===== src/include/timer_cc_defines.svh =====
// Purpose: register map, field positions and reset values of the capture/compare timer
// Assumes: APB byte addresses, one register per aligned word, data in bits 7:0
// Notes: definitions only
`ifndef TIMER_CC_DEFINES_SVH
`define TIMER_CC_DEFINES_SVH

`define OFF_CTRL_A 12'h000
`define OFF_CTRL_B 12'h004
`define OFF_STATUS 12'h008
`define OFF_CAP_ONE_HI 12'h00C
`define OFF_CAP_ONE_LO 12'h010
`define OFF_CMP_ONE_HI 12'h01C
`define OFF_CMP_ONE_LO 12'h020
`define OFF_CHAN_STEP 12'h008
`define OFF_CNT_HI 12'h02C
`define OFF_CNT_LO 12'h030
`define OFF_ALT_HI 12'h034
`define OFF_ALT_LO 12'h038

// Control A fields
`define A_CAP_IE 7
`define A_CMP_IE 6
`define A_FORCE_ONE 4
`define A_EDGE_ONE 2
`define A_LEVEL_ONE 0
`define A_STORE_MASK 8'hC7
// Control B fields
`define B_OUTEN_ONE 7
`define B_PWM 5
`define B_SPM 4
`define B_CLK_HI 3
`define B_CLK_LO 2
`define B_EDGE_TWO 1
// Status fields: channel one at 7/6, channel two at 5/4
`define S_CAP_ONE 7
`define S_CMP_ONE 6

`define CLK_DIV2 2'h0
`define CLK_DIV4 2'h1
`define CLK_DIV8 2'h2
`define CLK_EXT 2'h3

`define CMP_RESET 16'h8000
`define CNT_RESET 16'hFFFC

`endif


===== src/include/timer_cc_pkg.sv =====
// Purpose: state record of the capture/compare timer
// Assumes: one struct holds every flip-flop of the block
// Notes: index 0 is channel one, index 1 channel two
package timer_cc_pkg;

  typedef struct packed {
    logic ready;
    logic slvErr;
    logic [7:0] rdata;
    logic [7:0] ctrlA;
    logic [7:0] ctrlB;
    logic [1:0][15:0] cap;
    logic [1:0][15:0] cmp;
    logic [1:0] capFlag;
    logic [1:0] cmpFlag;
    logic [1:0] capArm;
    logic [1:0] cmpArm;
    logic [1:0] capBlk;
    logic [1:0] cmpHold;
    logic [1:0][2:0] syn;
    logic [2:0] ext;
    logic [2:0] pre;
    logic [15:0] count;
    logic newCount;
    logic [1:0] pin;
    logic irq;
  } state_s;

endpackage


===== src/hw/timer_capture_compare.sv =====
// Purpose: two input-capture and two output-compare channels on a 16-bit counter
// Assumes: APB slave, one clock, synchronous active-high reset
// Notes: pulse generation of single-pulse and PWM modes lives elsewhere
`timescale 1ns/1ps
`include "timer_cc_defines.svh"

module timer_capture_compare (
  input wire logic clk,
  input wire logic sys_rst,
  input wire logic psel,
  input wire logic penable,
  input wire logic pwrite,
  input wire logic [11:0] paddr,
  input wire logic [31:0] pwdata,
  output logic [31:0] prdata,
  output logic pready,
  output logic pslverr,
  input wire logic capturePinOne,
  input wire logic capturePinTwo,
  input wire logic extClockPin,
  input wire logic cpuIntMask,
  output logic comparePinOne,
  output logic comparePinTwo,
  output logic comparePinOneOe,
  output logic comparePinTwoOe,
  output logic timerIrq
);

  timer_cc_pkg::state_s s_q;
  timer_cc_pkg::state_s s_d;
  logic acc;
  logic wr;
  logic rd;
  logic modeActive;
  logic [1:0] capEv;
  logic [1:0] cmpEv;
  logic [1:0] edgeSel;
  logic tick;

  // Offset of a per-channel register
  function automatic logic [11:0] chanOff(input logic [11:0] base, input int idx);
    chanOff = (idx == 0) ? base : 12'(base + `OFF_CHAN_STEP);
  endfunction

  // Active edge from the second and third synchroniser stages
  function automatic logic edgeHit(input logic [2:0] syn, input logic rising);
    edgeHit = rising ? (syn[1] & ~syn[2]) : (~syn[1] & syn[2]);
  endfunction

  // Match point depends on the timer clock
  function automatic logic [15:0] matchAt(input logic [15:0] val, input logic [1:0] sel);
    matchAt = (sel == `CLK_DIV2) ? val : 16'(val + 16'h0001);
  endfunction

  // Prescaler terminal count per clock select
  function automatic logic tickSel(input logic [2:0] pre, input logic [1:0] sel,
                                   input logic [2:0] ext);
    case (sel)
      `CLK_DIV2: tickSel = pre[0];
      `CLK_DIV4: tickSel = &pre[1:0];
      `CLK_DIV8: tickSel = &pre;
      default: tickSel = ext[1] & ~ext[2];
    endcase
  endfunction

  function automatic logic mapped(input logic [11:0] a);
    mapped = (a[1:0] == 2'h0) && (a <= `OFF_ALT_LO);
  endfunction

  // Read mux; reading has no side effect here, effects come at completion
  function automatic logic [7:0] rdByte(input logic [11:0] a, input timer_cc_pkg::state_s s);
    rdByte = 8'h00;
    case (a)
      `OFF_CTRL_A: rdByte = s.ctrlA;
      `OFF_CTRL_B: rdByte = s.ctrlB;
      `OFF_STATUS: rdByte = {s.capFlag[0], s.cmpFlag[0], s.capFlag[1], s.cmpFlag[1], 4'h0};
      `OFF_CNT_HI, `OFF_ALT_HI: rdByte = s.count[15:8];
      `OFF_CNT_LO, `OFF_ALT_LO: rdByte = s.count[7:0];
      default:
      begin
        for (int i = 0; i < 2; i++)
        begin
          if (a == chanOff(`OFF_CAP_ONE_HI, i)) rdByte = s.cap[i][15:8];
          if (a == chanOff(`OFF_CAP_ONE_LO, i)) rdByte = s.cap[i][7:0];
          if (a == chanOff(`OFF_CMP_ONE_HI, i)) rdByte = s.cmp[i][15:8];
          if (a == chanOff(`OFF_CMP_ONE_LO, i)) rdByte = s.cmp[i][7:0];
        end
      end
    endcase
  endfunction

  // Bus completion strobes: one wait state, so every answer comes from a flip-flop
  assign acc = psel & penable & s_q.ready;
  assign wr = acc & pwrite;
  assign rd = acc & ~pwrite;
  assign modeActive = s_q.ctrlB[`B_PWM] | s_q.ctrlB[`B_SPM];
  assign edgeSel[0] = s_q.ctrlA[`A_EDGE_ONE];
  assign edgeSel[1] = s_q.ctrlB[`B_EDGE_TWO];
  assign tick = tickSel(s_q.pre, s_q.ctrlB[`B_CLK_HI:`B_CLK_LO], s_q.ext);

  // Capture events; channel one is lent to the pulse modes
  assign capEv[0] = edgeHit(s_q.syn[0], edgeSel[0]) & ~s_q.capBlk[0] & ~modeActive;
  assign capEv[1] = edgeHit(s_q.syn[1], edgeSel[1]) & ~s_q.capBlk[1];

  // Compare events, checked once per new count value
  assign cmpEv[0] = s_q.newCount & ~s_q.cmpHold[0] & ~modeActive
    & (s_q.count == matchAt(s_q.cmp[0], s_q.ctrlB[`B_CLK_HI:`B_CLK_LO]));
  assign cmpEv[1] = s_q.newCount & ~s_q.cmpHold[1] & ~s_q.ctrlB[`B_PWM]
    & (s_q.count == matchAt(s_q.cmp[1], s_q.ctrlB[`B_CLK_HI:`B_CLK_LO]));

  // Next-state logic for the whole block
  always_comb
  begin
    s_d = s_q;
    // Bus phase: answer one cycle into the access phase
    s_d.ready = psel & penable & ~s_q.ready;
    if (psel & penable & ~s_q.ready)
    begin
      s_d.rdata = rdByte(paddr, s_q);
      s_d.slvErr = ~mapped(paddr);
    end
    // Prescaler free-runs; external clock enters through a synchroniser
    s_d.pre = 3'(s_q.pre + 3'h1);
    s_d.ext = {s_q.ext[1:0], extClockPin};
    s_d.newCount = tick;
    if (tick)
      s_d.count = 16'(s_q.count + 16'h0001);
    if (wr && (paddr == `OFF_CNT_LO || paddr == `OFF_ALT_LO))
      s_d.count = `CNT_RESET;
    // Control writes; force bits act once and are not stored
    if (wr && paddr == `OFF_CTRL_A)
      s_d.ctrlA = pwdata[7:0] & `A_STORE_MASK;
    if (wr && paddr == `OFF_CTRL_B)
      s_d.ctrlB = pwdata[7:0];
    // Status read arms the clear of the flags set at its completion, one cycle after its byte is latched
    if (rd && paddr == `OFF_STATUS)
    begin
      s_d.capArm = s_q.capFlag;
      s_d.cmpArm = s_q.cmpFlag;
    end
    s_d.syn[0] = {s_q.syn[0][1:0], capturePinOne};
    s_d.syn[1] = {s_q.syn[1][1:0], capturePinTwo};
    // Channels run side by side with no shared lock
    for (int i = 0; i < 2; i++)
    begin
      // Capture high-byte read locks the channel until its low byte is read
      if (rd && paddr == chanOff(`OFF_CAP_ONE_HI, i))
        s_d.capBlk[i] = 1'b1;
      if (acc && paddr == chanOff(`OFF_CAP_ONE_LO, i))
      begin
        if (!pwrite)
          s_d.capBlk[i] = 1'b0;
        if (s_q.capArm[i])
          s_d.capFlag[i] = 1'b0;
        s_d.capArm[i] = 1'b0;
      end
      // Writes to capture registers leave their value alone; a low-byte write still clears an armed flag
      if (capEv[i])
      begin
        s_d.cap[i] = s_q.count;
        s_d.capFlag[i] = 1'b1;
      end
      // Compare high-byte write holds off matching until the low byte lands
      if (wr && paddr == chanOff(`OFF_CMP_ONE_HI, i))
      begin
        s_d.cmp[i][15:8] = pwdata[7:0];
        s_d.cmpHold[i] = 1'b1;
      end
      if (acc && paddr == chanOff(`OFF_CMP_ONE_LO, i))
      begin
        if (pwrite)
        begin
          s_d.cmp[i][7:0] = pwdata[7:0];
          s_d.cmpHold[i] = 1'b0;
        end
        if (s_q.cmpArm[i])
          s_d.cmpFlag[i] = 1'b0;
        s_d.cmpArm[i] = 1'b0;
      end
      // A match in the same cycle as a clear wins
      if (cmpEv[i])
      begin
        s_d.cmpFlag[i] = 1'b1;
        if (s_q.ctrlB[`B_OUTEN_ONE - i])
          s_d.pin[i] = s_q.ctrlA[`A_LEVEL_ONE + i];
      end
      // Forced output: no flag, no request, ignored in the pulse modes
      if (wr && paddr == `OFF_CTRL_A && pwdata[`A_FORCE_ONE + i] && !modeActive
          && s_q.ctrlB[`B_OUTEN_ONE - i])
        s_d.pin[i] = pwdata[`A_LEVEL_ONE + i];
    end
    // Request stays pending behind the CPU mask, re-asserts when it clears
    s_d.irq = ~cpuIntMask
      & ((s_q.ctrlA[`A_CAP_IE] & |s_q.capFlag)
       | (s_q.ctrlA[`A_CMP_IE] & |s_q.cmpFlag));
  end

  // State register; compare pins are held low in reset
  always_ff @(posedge clk)
  begin
    if (sys_rst)
    begin
      s_q <= '0;
      s_q.cmp <= {`CMP_RESET, `CMP_RESET};
      s_q.count <= `CNT_RESET;
    end
    else
      s_q <= s_d;
  end

  // Outputs straight from state flip-flops
  assign prdata = {24'h000000, s_q.rdata};
  assign pready = s_q.ready;
  assign pslverr = s_q.slvErr;
  assign comparePinOne = s_q.pin[0];
  assign comparePinTwo = s_q.pin[1];
  assign comparePinOneOe = s_q.ctrlB[`B_OUTEN_ONE];
  assign comparePinTwoOe = s_q.ctrlB[`B_OUTEN_ONE - 1];
  assign timerIrq = s_q.irq;
endmodule


===== config.mk =====
export PLATFORM = sky130hd
export DESIGN_NAME = timer_capture_compare
export DESIGN_NICKNAME = d
export VERILOG_FILES = /design/src/include/timer_cc_pkg.sv /design/src/hw/timer_capture_compare.sv
export VERILOG_INCLUDE_DIRS = /design/src /design/src/include
export SDC_FILE = /design/constraint.sdc
export NUM_CORES = 1
export LEC_CHECK = 0
export ABC_CLOCK_PERIOD_IN_PS = 2300
export BUFFER_PORTS_ARGS = -buffer_cell sky130_fd_sc_hd__buf_2
export CAP_MARGIN = 0
export CORE_MARGIN = 5
export CORE_UTILIZATION = 40
export CTS_CLUSTER_DIAMETER = 80
export CTS_CLUSTER_SIZE = 24
export DETAILED_ROUTE_END_ITERATION = 8
export HOLD_SLACK_MARGIN = 0.15
export MAX_ROUTING_LAYER = met4
export PLACE_DENSITY = 0.61
export SLEW_MARGIN = 20
export SYNTH_ARGS = -nofsm -noshare
export SYNTH_HDL_FRONTEND = slang
export SYNTH_SLANG_ARGS = --single-unit

===== constraint.sdc =====
create_clock -name clk -period 2.3 [get_ports clk]
set_input_delay 0.46 -clock clk [delete_from_list [all_inputs] [get_ports clk]]
set_output_delay 0.46 -clock clk [all_outputs]
set_load 0.03 [all_outputs]

==> flow_summary.ini <==
[floorplanning]
coreArea_um2 = 18100
dieArea_um2 = 21300
die_height_um = 146
ios = 92
rows = 49
initial_core_util_pct = 40.9
die_x_um = 146

[logic_synthesis]
synth-xor-area-share_pct = 6.27
avgSynthCellArea_um2 = 8.26
yosysSeqAreaShare_pct = 35.4
synth_edf_count = 0
synth_simple_gate_area_share_pct = 24.1
ys_warn_count = 0
synth_fa_ha_area_share_pct = 0.845
ys.flop_type = dfxtp_1
synthMuxAreaShare_pct = 8.35
synthCells = 896
synth_seq_cells = 131
async_flop_share_pct = 0
synth_top_family_by_area = simple AND/OR/NAND/NOR gates
synth_compound_area_share_pct = 17.4
ys_types = 78
synth.cell_area_um2 = 7400

[sta]
fin_crit_ns = 2.32
timing.final.ws_setup_ns = -0.0225
slew_headroom_pct = 64.9
clock.fmax_mhz = 431
drv_slew = 0
min_period_over_period_pct = 101
hold_viol = 0
rsz0062_at_grt = true
worstMarginPinSlew_ns = 0.523
skew_ns = 0.00628
setup_violations = 1

[pwr]
power.leakage_nw = 3.56
power_mw = 5.54
power_density_nw_per_um2 = 601
vdd_ir_drop_max_mv = 0.532

[drt]
ant_nets = 0
drt_iter0_markers = 744
remaining_drc_errors = 0
via_per_inst = 5.72
wl_um = 25400
first_pass_iters = 6
vias = 7179
routedWlPerCell_um = 20.2

[final_layout]
final_cells = 1254
nNetsFinal = 1070
layout-drive-gt1-share_pct = 24.8
final_common_cell = buf_4
multi_input_area_um2 = 4430
design_area_um2 = 9210
n_antenna_cell = 0
fill_cells = 1730
layout_common_cells = buf_4 (127), dfxtp_1 (119), nor2_1 (105)
area_growth_pct = 24.5
regArea_um2 = 2640

[placed_design]
pre_cts_ws_ns = -0.212
gp_congestion = 0.981
dpl.cell_count = 1221
dp_hpwl_um = 19000
portBuffers = 43
place_area_um2 = 8450

[setup_path]
rr_endpoint = comparePinTwo
crit_fanout = 3
cpMostUsedCell = buf_6
arrival_ns = 2.63
required_ns = 2.61
cpMaxStageDelayCell = or3_4
r2r_slack_ns = -0.02
cp_cell_sequence = buf_6 -> nand2_4 -> or3_4 -> buf_6 -> a221oi_2 -> nand4_1 -> nor4_4 -> buf_4 -> a31o_1 -> o211ai_1
critPathLaunch = s_q[61]
start_kind = register
rr_startpoint = s_q[61]
worstSetupPathType = register to register
crit_path_end_kind = register
max_stage_delay_ns = 0.40
endpoint = comparePinTwo
r2r_cells = 10

[min_path]
hold_path_class = input port to register

[grt]
grt_overflow = 0
grt_pass1_vias = 6739
grt_antenna_before_repair = 0
grt_pass1_wl_um = 39100
grt_max_degree = 44
grt_use_total_pct = 24.0

[outcome]
violations = negative setup slack
status = finished, violations left

[clock_network]
clock_latency_ns = 0.43
cts_root_buf = clkbuf_16
clk_pin_slew_worst_paths_ns = 0.06
cts_sinks = 131
cts_hold_buf = 0
cts_max_level = 4
clockBufferDepth = 2
numCtsBuffers = 17
cts_tree = done

[flow_run]
drv_cap = 0
## what timing repair did
item,4_1_cts,5_1_grt
pin swaps,5,10
endpoints found under the setup margin,3,4
buffers inserted,1,1
gates resized for setup,20,22
## per-layer routing
metal | vias to the layer above | GRT usage, % | wire length (µm)
li1 | 3402 | - | -
met1 | 3399 | 32.2 | 11200
met2 | 327 | 36.2 | 11200
met3 | 51 | 5.52 | 2350
met4 | 0 | 7.24 | 560
met5 | - | - | 0
## worst min-delay path by stage
stage | cells after the start | startpoint | slack [ns] | to
after detailed placement | 1 | s_d[30] | 0.43 | s_d[31]
after global placement | 1 | s_d[24] | 0.42 | s_d[25]
after floorplan | 1 | s_q[20] | 0.41 | s_q[20]
after global routing | 2 | cpuIntMask | 0.18 | timerIrq
final | 2 | cpuIntMask | 0.19 | timerIrq
after CTS | 2 | cpuIntMask | 0.18 | timerIrq
## flip-flops by register name (all words and copies together) (netlist names)
name and cells:
pready 1, edgeSel 2, s_d 6, comparePinTwo 1, comparePinOneOe 1, comparePinTwoOe 1
timerIrq 1, comparePinOne 1, s_q 108, pslverr 1, prdata 8
## logic make-up (layout without fill, tap and decap cells)
| family | after synthesis | after routing |
|---|---|---|
| xor+xnor | 53 | 53 |
| flops | 131 | 131 |
| compound gates | 185 | 185 |
| fa+ha+maj | 5 | 5 |
| simple gates | 353 | 353 |
| buf+inv | 108 | 214 |
| mux | 60 | 60 |
| other cells | 1 | 24 |
## cell usage after synthesis, drive strengths merged, types with 4 or more instances
master	instances	area share, %
or3	5	0.42
xor2	22	2.6
and4	7	0.90
xnor2	31	3.7
nor4	8	1.3
o211ai	6	0.61
a31oi	9	0.76
dfxtp	131	35
mux2i	58	7.8
buf	57	5.0
inv	8	0.41
a221o	4	0.54
nor2b	20	1.7
a222oi	4	0.54
and2	9	0.76
o2111ai	5	0.59
a21oi	50	3.4
o21ai	28	1.9
clkbuf	43	2.2
ha	5	0.85
nand3	41	2.8
a211o	4	0.47
a211oi	15	1.6
a311oi	5	0.59
nand4	15	1.3
a22oi	11	1.1
and3	15	1.3
nor3	14	1.5
nand2b	8	0.68
o221ai	8	0.95
nor2	107	5.5
nand2	91	4.6
a221oi	8	0.95
## where the power goes
part           switching (mW)  internal (mW)  total [mW]
sequential             0.0301           2.31        2.34
clock                    1.12           1.64        2.76
combinational           0.291          0.140       0.432
total                    1.45           4.09        5.54
## final cells by class
type,count,share of cell area (%)
Tap cell,229,3.11
Inverter,8,0.326
Sequential cell,131,28.7
Multi-Input combinational cell,680,48.1
Timing Repair Buffer,174,13.4
Clock inverter,14,1.63
Clock buffer,18,4.77
## per-stage QoR
| step | TNS (ns) | hold WS (ns) | util (%) |
|---|---|---|---|
| global route | -0.212 | 0.182 | 50.9 |
| floorplan | 0 | 0.413 | - |
| finish | -0.0225 | 0.187 | 50.9 |
| global placement | -0.341 | 0.419 | 46.7 |
| detailed placement | -0.356 | 0.427 | 46.7 |
| CTS | -0.0404 | 0.175 | 50.5 |
## critical path: cells and delay by family (launching register included)
kind | cells | cell delay (ns)
and+or+nand+nor | 4 | 0.95
AOI/OAI and AO/OA | 3 | 0.44
buffers and inverters | 3 | 0.43
DFF | 1 | 0.37
Power figures use the tool's default switching activity.
